$ cat src/hdl/psb_pkg.sv
// Constants and carrier types for the position scaling parameter bank.
// Assumes parameter addresses are fieldbus register numbers, one whole value each.
package psb_pkg;

   // ==========================================================
   // Parameter addresses
   localparam logic [15:0] ADDR_SCALE_DIVISOR    = 16'h060E;
   localparam logic [15:0] ADDR_SCALE_MULTIPLIER = 16'h0610;
   localparam logic [15:0] ADDR_ROTATION_SENSE   = 16'h0618;
   localparam logic [15:0] ADDR_PROFILE_SPEED    = 16'h1B1E;
   localparam logic [15:0] ADDR_MOVE_ORIGIN      = 16'h1B30;

   // ==========================================================
   // Reset values and accepted ranges
   localparam logic [31:0] RST_SCALE_DIVISOR    = 32'h0000_4000;
   localparam logic [31:0] RST_SCALE_MULTIPLIER = 32'h0000_0001;
   localparam logic [15:0] RST_ROTATION_SENSE   = 16'h0000;
   localparam logic [31:0] RST_PROFILE_SPEED    = 32'h0000_003C;
   localparam logic [15:0] RST_MOVE_ORIGIN      = 16'h0000;
   localparam logic [31:0] SCALE_MIN            = 32'h0000_0001;
   localparam logic [31:0] SCALE_MAX            = 32'h7FFF_FFFF;
   localparam logic [31:0] SPEED_MIN            = 32'h0000_0001;
   localparam logic [15:0] SENSE_MAX            = 16'h0001;
   localparam logic [15:0] ORIGIN_PREV_TARGET   = 16'h0000;
   localparam logic [15:0] ORIGIN_ACTUAL_POS    = 16'h0002;

   // ==========================================================
   // Exception codes and conversion limits
   localparam logic [7:0]  EXC_NONE          = 8'h00;
   localparam logic [7:0]  EXC_ILLEGAL_ADDR  = 8'h02;
   localparam logic [7:0]  EXC_ILLEGAL_VALUE = 8'h03;
   localparam logic [6:0]  DIV_STEPS         = 7'h40;
   localparam logic [31:0] POS_SAT           = 32'h7FFF_FFFF;

   // ==========================================================
   // Carriers
   typedef struct packed {
      logic        valid;
      logic        write;
      logic [15:0] addr;
      logic [31:0] wdata;
   } psb_req_t;

   typedef struct packed {
      logic        ack;
      logic        exc;
      logic [7:0]  exc_code;
      logic [31:0] rdata;
   } psb_resp_t;

endpackage

$ cat src/hdl/psb_divider.sv
// Unsigned 64 by 32 restoring divider, one quotient bit per clock.
// Assumes the divisor is nonzero and start is only raised while idle.
`timescale 1ns/100ps

module psb_divider (
   input  wire logic        core_clk,
   input  wire logic        arst_n,
   input  wire logic        start,
   input  wire logic [63:0] dividend,
   input  wire logic [31:0] divisor,
   output logic             busy,
   output logic             done,
   output logic [63:0]      quotient
);

   typedef struct packed {
      logic        busy;
      logic        done;
      logic [6:0]  cnt;
      logic [31:0] dsr;
      logic [32:0] rem;
      logic [63:0] quo;
   } psb_div_state_t;

   psb_div_state_t st_r;
   psb_div_state_t st_nxt;
   logic [32:0]    shifted;

   // ==========================================================
   // Step logic: shift one dividend bit in, subtract when it fits
   always_comb begin
      st_nxt  = st_r;
      shifted = {st_r.rem[31:0], st_r.quo[63]};
      st_nxt.done = 1'b0;
      if (start && !st_r.busy) begin
         st_nxt.busy = 1'b1;
         st_nxt.cnt  = psb_pkg::DIV_STEPS;
         st_nxt.dsr  = divisor;
         st_nxt.rem  = 33'h0_0000_0000;
         st_nxt.quo  = dividend;
      end else if (st_r.busy) begin
         st_nxt.quo = {st_r.quo[62:0], 1'b0};
         st_nxt.rem = shifted;
         if (shifted >= {1'b0, st_r.dsr}) begin
            st_nxt.rem    = shifted - {1'b0, st_r.dsr};
            st_nxt.quo[0] = 1'b1;
         end
         st_nxt.cnt = st_r.cnt - 7'h01;
         if (st_r.cnt == 7'h01) begin
            st_nxt.busy = 1'b0;
            st_nxt.done = 1'b1;
         end
      end
   end

   always_ff @(posedge core_clk or negedge arst_n) begin
      if (!arst_n) begin
         st_r <= '0;
      end else begin
         st_r <= st_nxt;
      end
   end

   assign busy     = st_r.busy;
   assign done     = st_r.done;
   assign quotient = st_r.quo;

endmodule // psb_divider

$ cat src/hdl/psb_param_bank.sv
// Position scaling parameter bank: five fieldbus parameters and their effects.
// Assumes one request per cycle from the fieldbus front end, synchronous inputs.
`timescale 1ns/100ps

module psb_param_bank (
   input  wire logic              core_clk,
   input  wire logic              arst_n,
   input  wire psb_pkg::psb_req_t req,
   output psb_pkg::psb_resp_t     resp,
   input  wire logic [31:0]       speed_ceiling,
   input  wire logic [31:0]       speed_cmd,
   output logic [31:0]            motor_speed_cmd,
   output logic [31:0]            profile_speed_eff,
   output logic                   origin_actual_pos,
   input  wire logic              conv_start,
   input  wire logic              conv_to_user,
   input  wire logic [31:0]       conv_in,
   output logic                   conv_busy,
   output logic                   conv_done,
   output logic [31:0]            conv_out
);

   typedef struct packed {
      logic [31:0]        divisor;      // Stored, not yet active
      logic [31:0]        multiplier;
      logic [31:0]        act_divisor;  // Pair in use by conversions
      logic [31:0]        act_multiplier;
      logic [15:0]        sense;        // Stored rotation sense
      logic               sense_active;
      logic               powered;
      logic [31:0]        speed;
      logic [15:0]        origin;
      psb_pkg::psb_resp_t resp;
      logic [31:0]        motor_speed;
      logic [31:0]        speed_eff;
      logic               conv_busy;
      logic               conv_neg;
      logic               conv_done;
      logic [31:0]        conv_out;
   } psb_state_t;

   psb_state_t  st_r;
   psb_state_t  st_nxt;
   logic        div_start;
   logic [63:0] div_dividend;
   logic [31:0] div_divisor;
   logic        div_busy;
   logic        div_done;
   logic [63:0] div_quo;
   logic [31:0] in_mag;
   logic [31:0] q_mag;
   logic        wr_ok;
   logic        hit;

   // ==========================================================
   // Shared divider for position conversion
   // The start edge loads the divider, 64 quotient steps follow, and done is
   // registered once more here, so the result stands 65 edges after the start
   // edge. One divider serves both directions to save area; a second request
   // while busy is simply dropped, so the master must wait for conv_done.
   psb_divider u_div (
      .core_clk (core_clk),
      .arst_n   (arst_n),
      .start    (div_start),
      .dividend (div_dividend),
      .divisor  (div_divisor),
      .busy     (div_busy),
      .done     (div_done),
      .quotient (div_quo)
   );

   // Magnitude of the position to convert; the most negative value maps to 2^31
   assign in_mag = conv_in[31] ? (32'h0000_0000 - conv_in) : conv_in;

   // Toward motor: pos * mult / div; toward user: pos * div / mult
   assign div_start    = conv_start && !st_r.conv_busy;
   assign div_dividend = in_mag * (conv_to_user ? st_r.act_divisor
                                                : st_r.act_multiplier);
   assign div_divisor  = conv_to_user ? st_r.act_multiplier : st_r.act_divisor;

   // Quotients beyond 31 bits saturate rather than wrap
   assign q_mag = (div_quo[63:31] != 33'h0_0000_0000) ? psb_pkg::POS_SAT
                                                       : div_quo[31:0];

   // ==========================================================
   // Request decode, range checks and side effects
   always_comb begin
      st_nxt = st_r;
      wr_ok  = 1'b0;
      hit    = 1'b1;
      st_nxt.resp = '0;

      // Rotation sense is taken once after power-up, then frozen
      st_nxt.powered = 1'b1;
      if (!st_r.powered) begin
         st_nxt.sense_active = st_r.sense[0];
      end

      if (req.valid) begin
         st_nxt.resp.ack = 1'b1;
         unique case (req.addr)
            psb_pkg::ADDR_SCALE_DIVISOR: begin
               st_nxt.resp.rdata = st_r.divisor;
               wr_ok = (req.wdata >= psb_pkg::SCALE_MIN)
                    && (req.wdata <= psb_pkg::SCALE_MAX);
               if (req.write && wr_ok) begin
                  st_nxt.divisor = req.wdata;
               end
            end
            psb_pkg::ADDR_SCALE_MULTIPLIER: begin
               st_nxt.resp.rdata = st_r.multiplier;
               wr_ok = (req.wdata >= psb_pkg::SCALE_MIN)
                    && (req.wdata <= psb_pkg::SCALE_MAX);
               if (req.write && wr_ok) begin
                  st_nxt.multiplier     = req.wdata;
                  st_nxt.act_multiplier = req.wdata;
                  st_nxt.act_divisor    = st_r.divisor;
               end
            end
            psb_pkg::ADDR_ROTATION_SENSE: begin
               st_nxt.resp.rdata = {16'h0000, st_r.sense};
               wr_ok = (req.wdata[31:16] == 16'h0000)
                    && (req.wdata[15:0] <= psb_pkg::SENSE_MAX);
               if (req.write && wr_ok) begin
                  st_nxt.sense = req.wdata[15:0];
               end
            end
            psb_pkg::ADDR_PROFILE_SPEED: begin
               st_nxt.resp.rdata = st_r.speed;
               wr_ok = (req.wdata >= psb_pkg::SPEED_MIN);
               if (req.write && wr_ok) begin
                  st_nxt.speed = req.wdata;
               end
            end
            psb_pkg::ADDR_MOVE_ORIGIN: begin
               st_nxt.resp.rdata = {16'h0000, st_r.origin};
               wr_ok = (req.wdata == {16'h0000, psb_pkg::ORIGIN_PREV_TARGET})
                    || (req.wdata == {16'h0000, psb_pkg::ORIGIN_ACTUAL_POS});
               if (req.write && wr_ok) begin
                  st_nxt.origin = req.wdata[15:0];
               end
            end
            default: begin
               hit = 1'b0;
            end
         endcase

         // Refused writes leave storage alone and answer with an exception
         if (!hit) begin
            st_nxt.resp.exc      = 1'b1;
            st_nxt.resp.exc_code = psb_pkg::EXC_ILLEGAL_ADDR;
            st_nxt.resp.rdata    = 32'h0000_0000;
         end else if (req.write && !wr_ok) begin
            st_nxt.resp.exc      = 1'b1;
            st_nxt.resp.exc_code = psb_pkg::EXC_ILLEGAL_VALUE;
         end
      end

      // Sign follows the active sense; the most negative command wraps to itself
      st_nxt.motor_speed = st_r.sense_active ? (32'h0000_0000 - speed_cmd)
                                             : speed_cmd;

      // Ceiling applies live, so lowering it slows the next move without a rewrite
      st_nxt.speed_eff = (st_r.speed > speed_ceiling) ? speed_ceiling
                                                      : st_r.speed;

      // Conversion bookkeeping around the divider
      st_nxt.conv_done = 1'b0;
      if (div_start) begin
         st_nxt.conv_busy = 1'b1;
         st_nxt.conv_neg  = conv_in[31];
      end else if (div_done) begin
         st_nxt.conv_busy = 1'b0;
         st_nxt.conv_done = 1'b1;
         st_nxt.conv_out  = st_r.conv_neg ? (32'h0000_0000 - q_mag) : q_mag;
      end
   end

   // ==========================================================
   // State register
   always_ff @(posedge core_clk or negedge arst_n) begin
      if (!arst_n) begin
         st_r                <= '0;
         st_r.divisor        <= psb_pkg::RST_SCALE_DIVISOR;
         st_r.multiplier     <= psb_pkg::RST_SCALE_MULTIPLIER;
         st_r.act_divisor    <= psb_pkg::RST_SCALE_DIVISOR;
         st_r.act_multiplier <= psb_pkg::RST_SCALE_MULTIPLIER;
         st_r.sense          <= psb_pkg::RST_ROTATION_SENSE;
         st_r.speed          <= psb_pkg::RST_PROFILE_SPEED;
         st_r.speed_eff      <= psb_pkg::RST_PROFILE_SPEED;
         st_r.origin         <= psb_pkg::RST_MOVE_ORIGIN;
      end else begin
         st_r <= st_nxt;
      end
   end

   // ==========================================================
   // Outputs, all from flip-flops except conv_busy (a handshake) and origin_actual_pos (decoded)
   assign resp              = st_r.resp;
   assign motor_speed_cmd   = st_r.motor_speed;
   assign profile_speed_eff = st_r.speed_eff;
   assign origin_actual_pos = (st_r.origin == psb_pkg::ORIGIN_ACTUAL_POS);
   assign conv_busy         = st_r.conv_busy || div_busy;
   assign conv_done         = st_r.conv_done;
   assign conv_out          = st_r.conv_out;

endmodule // psb_param_bank

$ cat config.mk
export PLATFORM = sky130hd
export DESIGN_NAME = psb_param_bank
export DESIGN_NICKNAME = d
export VERILOG_FILES = /design/src/hdl/psb_pkg.sv /design/src/hdl/psb_divider.sv /design/src/hdl/psb_param_bank.sv
export SDC_FILE = /design/constraint.sdc
export NUM_CORES = 2
export LEC_CHECK = 0
export BUFFER_PORTS_ARGS = -buffer_cell sky130_fd_sc_hd__buf_2
export CAP_MARGIN = 15
export CORE_UTILIZATION = 30
export CTS_CLUSTER_DIAMETER = 200
export DETAILED_ROUTE_END_ITERATION = 12
export PLACE_DENSITY_LB_ADDON = 0.3
export SLEW_MARGIN = 20
export SYNTH_ARGS = -nofsm -noshare
export SYNTH_HDL_FRONTEND = slang
export SYNTH_SLANG_ARGS = --single-unit
export TNS_END_PERCENT = 1
$ cat constraint.sdc
create_clock -name core_clk -period 10.5 [get_ports core_clk]
set_input_delay 0.525 -clock core_clk [delete_from_list [all_inputs] [get_ports core_clk]]
set_output_delay 0.525 -clock core_clk [all_outputs]
set_load 0.05 [all_outputs]
Yosys cells after proc, flatten, opt, wreduce, memory -nomap -nowiden
Cells that the tools add are included.
{ "totals": {"regBits": 440, "out_inout_bits": 141} }
{ "classes": {"addsub": 5, "multipliers": 1, "order_cmp": 5, "eq_ne": 8, "muxes": 29, "bitwise": 1, "reduce_logical": 27} }
{ "op_table": {"columns": ["operator", "count"], "rows": [
  ["$mux W32", 9],
  ["$mux W96", 2],
  ["$pmux W32 S5", 1],
  ["$sub A1 B32 Y32 const A", 3],
  ["$mux W33", 2],
  ["$mul A32 B32 Y64", 1],
  ["$eq A16 B11 Y1 const B", 3],
  ["$mux W42", 1],
  ["$ge A33 B32 Y1", 1],
  ["$reduce_bool A33 Y1", 1],
  ["$eq A16 B13 Y1 const B", 2],
  ["$eq A32 B2 Y1 const B", 1],
  ["$ge A32 B1 Y1 const B", 1],
  ["$gt A32 B32 Y1", 1],
  ["$le A32 B31 Y1 const B", 1],
  ["$logic_not A32 Y1", 1],
  ["$sub A32 B32 Y32", 1],
  ["$mux W9", 3],
  ["$eq A16 B2 Y1 const B", 1],
  ["$le A16 B1 Y1 const B", 1],
  ["$logic_not A16 Y1", 1],
  ["$reduce_and A3 Y1", 5],
  ["$logic_and A1 B1 Y1", 9],
  ["$mux W1", 8],
  ["other kinds (12)", 16]
]} }

Depth between registers and ports, before layout
{ "depth": {"ltp_word": 9, "depth_mapped": 38} }

Hierarchy
A second synthesis with hierarchy kept.
{ "unflattened": {"hier_cells": 6062, "hier_area_um2": 56289.0} }
{ "by_module_without_submodules": {"columns": ["module", "instances", "cells_per_inst", "area_each_um2", "seq_area_each_um2"], "rows": [
  ["psb_param_bank", 1, 5141, 48069.9, 7420.9],
  ["psb_divider", 1, 921, 8219.1, 3428.3]
]} }

Worst setup path before layout
No wires, ideal clock.
{ "synth_timing": {"kind": "input-to-reg", "from": "input port conv_in[6]", "to": "register u_div.st_r (netlist bit u_div.quotient[58])", "setup_time_ps": 122, "arrival_ps": 9804, "slack_ps": 574, "cell_stages": 35, "path_cell_list": "or4_4 or4_4 nor4_4 nand2b_1 or4_1 buf_2 or4_4 o21ai_4 xor2_4 buf_6 nor2_1 fa_1 fa_1 inv_1 fa_1 fa_1 inv_1 fa_1 fa_1 fa_1 inv_1 fa_1 inv_1 ha_1 clkbuf_1 nand2_1 o21ai_0 a21o_1 a221o_1 a31oi_1 o31ai_1 a21oi_1 o21ai_0 mux2i_1 nand2_1"} }
{ "synth_between": {"elab_chain_len": 4} }
{ "synth_lines": {"columns": ["element", "line_no", "text"], "rows": [
  ["start: declaration", "psb_param_bank.sv:17", "input wire logic [31:0] conv_in,"],
  ["$sub A1 B32 Y32", "psb_param_bank.sv:73", "assign in_mag = conv_in[31] ? (32'h0000_0000 - conv_in) : conv_in;"],
  ["$mux W32 (*)", "psb_param_bank.sv:73", null],
  ["$mul A32 B32 Y64 (*)", "psb_param_bank.sv:77", "assign div_dividend = in_mag * (conv_to_user ? st_r.act_divisor"],
  ["$mux W96 (*)", "psb_divider.sv:35", "if (start && !st_r.busy) begin"],
  ["end signal: assignment", "psb_divider.sv:60", "st_r <= st_nxt;"],
  ["end: declaration", "psb_divider.sv:25", "psb_div_state_t st_r;"]
]} }
Every way passes the cells marked *; elsewhere a longest branch is shown, timed or not.
A chain may end at the register's enable or synchronous reset.

Final worst setup path
{ "layout_timing": {"from": "input port conv_in[6]", "to": "register u_div.st_r (netlist bit u_div.quotient[63])"} }
The elaborated chain is that of the path after synthesis.

==> key figures <==
Timing
  – Worst-Margin Slew: 1.14 ns
  – Tmin final: 10.16 ns
  – Final setup skew: 0.0606 ns
  – Relative max-transition margin: 22.4%
  – FMAX: 0.0984 GHz
  – Max-slew violation count: 0
  – RSZ-0062 raised after global routing: no
  – Fin crit share: 96.7%
  – Final hold violations: 0
  – Setup Viol. Count Final: 0
  – Final TNS setup: 0 ns

Clock tree
  – Clock buffer count from CTS: 50
  – CTS Root Buffer Type: clkbuf_16
  – Clk slew on worst S/H paths: 0.06 ns
  – CTS Sinks: 433
  – Clock buffer depth: 3
  – Number of H-tree levels: 2
  – Worst-Skew Late Latency: 0.64 ns
  – CTS tree: done

Status
  – Status: completed

Yosys
  – Syn Area/Cell: 9.24 µm²
  – Main flop type after synthesis: dfrtp_1
  – Syn Inst Count: 5995
  – EDFF count, synth: 0
  – Share of flip-flops with an asynchronous set or reset: 100%
  – Leading cell types by total area after synthesis: fa_1, dfrtp_1, ha_1
  – Synthesized area: 55400 µm²
  – Post-synth cell types: 80
  – Count leader, synth: inv_1
  – Synth area leader: fa_1
  – Yosys warnings: 0
  – Yosys top cell area share: 32.4%
  – Commonest cells post-synth: inv_1, fa_1, nor2_1
  – Register area share after synthesis: 19.6%
  – Synthesis-stage register bit count: 433

Final layout
  – Non-filler cells, final: 8653
  – Area growth syn-to-layout: 11.8%
  – Final core utilization: 33.8%
  – Filler cell count: 19009
  – Nets: 7522
  – Share of cells above drive strength 1: 14.8%

Detailed routing
  – Final ANT Viol Nets: 0
  – Residual DRC count: 0
  – Final wirelength: 188 mm
  – Drt initial violations: 3152
  – WL/cell: 21.7 µm
  – Drt via density: 4.90
  – Drt pass-1 iters: 7
  – Total number of vias: 42420

Floorplanning
  – Full die area: 186000 µm²
  – Starting Density: 30.2%
  – Chip Height: 432 µm
  – Std cell rows: 157
  – Die width: 432 µm
  – # IOs: 291
  – Core area: 183000 µm²

Critical path
  – CP required: 10.97 ns
  – Setup crit end kind: flip-flop
  – CP max stage cell: or4_1
  – Most numerous cell on the critical path: fa_1
  – CP startpoint kind: primary input
  – Critical path peak fanout: 6
  – Critical path class: in2reg
  – WP data arrival: 10.63 ns
  – Critical Path Max Stage Delay: 0.56 ns

Placement
  – Placed insts: 8553
  – Gpl congestion: 0.974
  – PortBufs: 284
  – Dpl hpwl: 152 mm

Hold path
  – Worst min-delay path category: in2reg

Power
  – Cell area power density: 101 nW/µm²
  – Lkg Pwr: 31.1 nW
  – Max IR drop VDD: 0.144 mV

Global route
  – First-pass GRT wire length: 284 mm
  – Largest net degree at the start of global routing: 175
  – Number of global-route vias before repair: 43947
  – Initial antenna violation count: 5
  – Gr ovfl total: 0
  – GRT Total Usage: 20.2%

Run
  – Max_cap viols: 0
==> logic make-up after synthesis <==
group | count (synthesis) | synth area share [%]
mux | 288 | 5.69
flops | 433 | 19.6
simple gates | 1771 | 13.4
other cells | 2 | 0.0136
fa+ha+maj | 1229 | 39.9
xor+xnor | 193 | 3.11
buf+inv | 1367 | 10.3
compound gates | 712 | 8.01
==> final timing paths <==
path                                               start  slack (ns)  depth (start not counted)                         endpoint
worst max-delay path                          conv_in[6]        0.34                         35   u_div.quotient[63]$_DFFE_PN0P_
worst min-delay path                             req[49]        0.07                          1               resp[41]$_DFF_PN0_
worst max register to register     st_r[213]$_DFFE_PN0P_        1.63                         26   u_div.quotient[63]$_DFFE_PN0P_
worst min register to register  conv_out[26]$_DFFE_PN0P_        0.47                          2         conv_out[26]$_DFFE_PN0P_
max in group asynchronous                         arst_n        7.63                          4             u_div.busy$_DFF_PN0_
min in group asynchronous                         arst_n        0.55                          2  profile_speed_eff[14]$_DFF_PN0_
==> layout make-up <==
| type | instances | area, µm² | area share [%] |
|---|---|---|---|
| Antenna cell | 4 | 10.0 | 0.0162 |
| Sequential cell | 433 | 10900 | 17.5 |
| Tap cell | 2464 | 3080 | 4.98 |
| Inverter | 939 | 3520 | 5.69 |
| Multi-Input combinational cell | 4200 | 39300 | 63.5 |
| Clock inverter | 24 | 290 | 0.469 |
| Timing Repair Buffer | 519 | 3400 | 5.50 |
| Clock buffer | 70 | 1410 | 2.27 |
==> critical path, delay by kind of cell <==
family / cells / cell delay, ns
buffers and inverters: 8 / 1.07
adders and majority gates: 9 / 4.42
and+or+nand+nor: 7 / 2.09
AOI/OAI and AO/OA: 10 / 2.25
xor gates and xnor gates: 1 / 0.28
==> report_power, final <==
part	leakage (nW)	internal [mW]	switching [mW]
registers	5.74	1.92	0.278
clock network	0.836	1.04	0.746
logic	24.5	0.829	1.40
total	31.1	3.79	2.43
==> stage by stage <==
stage                     area, µm²  hold slack (ns)  setup slack (ns)  total power, mW
after floorplan               55400            0.229             0.574             3.80
after detailed placement      60200            0.466            -0.305             4.46
after global placement        60100            0.456            -0.287             4.42
after global routing          61900           0.0604            0.0422             6.63
final                         61900           0.0719             0.342             6.22
after CTS                     61900           0.0345             0.311             6.28
==> registers in the layout (all words and copies together) (netlist names) <==
register           cells
profile_speed_eff     32
conv_done              1
motor_speed_cmd       32
conv_out              32
u_div.busy             1
u_div.shifted         32
resp                  35
u_div.quotient        64
u_div.st_r            39
u_div.done             1
st_r                 164
==> what timing repair did <==
| action | CTS | global route |
|---|---|---|
| setup endpoints to repair | 0 | 1 |
| hold buffers | 2 | 0 |
| setup buffers | 0 | 0 |
| resized for setup | 0 | 1 |
| endpoints found under the hold margin | 15 | 0 |
==> cells in the final DEF (no fill, tap or decap), drive strengths merged, types with 28 or more instances in the layout <==
cell and n:
a21o 70, a21oi 200, a222oi 32, and2 43
buf 517, clkbuf 70, dfrtp 422, fa 897
ha 332, inv 940, mux2 214, mux2i 74
nand2 732, nand3 36, nand4 40, nor2 738
nor3 34, nor4 28, o21ai 232, xnor2 135
xor2 58
==> routing by layer <==
metal / global-route usage [%] / part of all wire (%) / vias to the layer above
li1: - / - / 19006
met1: 27.8 / 44 / 21859
met2: 32.6 / 47 / 1299
met3: 2.97 / 6.2 / 254
met4: 6.52 / 3.5 / 2
met5: 0 / 0.0069 / -
Note: power is estimated with default switching activity, not from simulation.
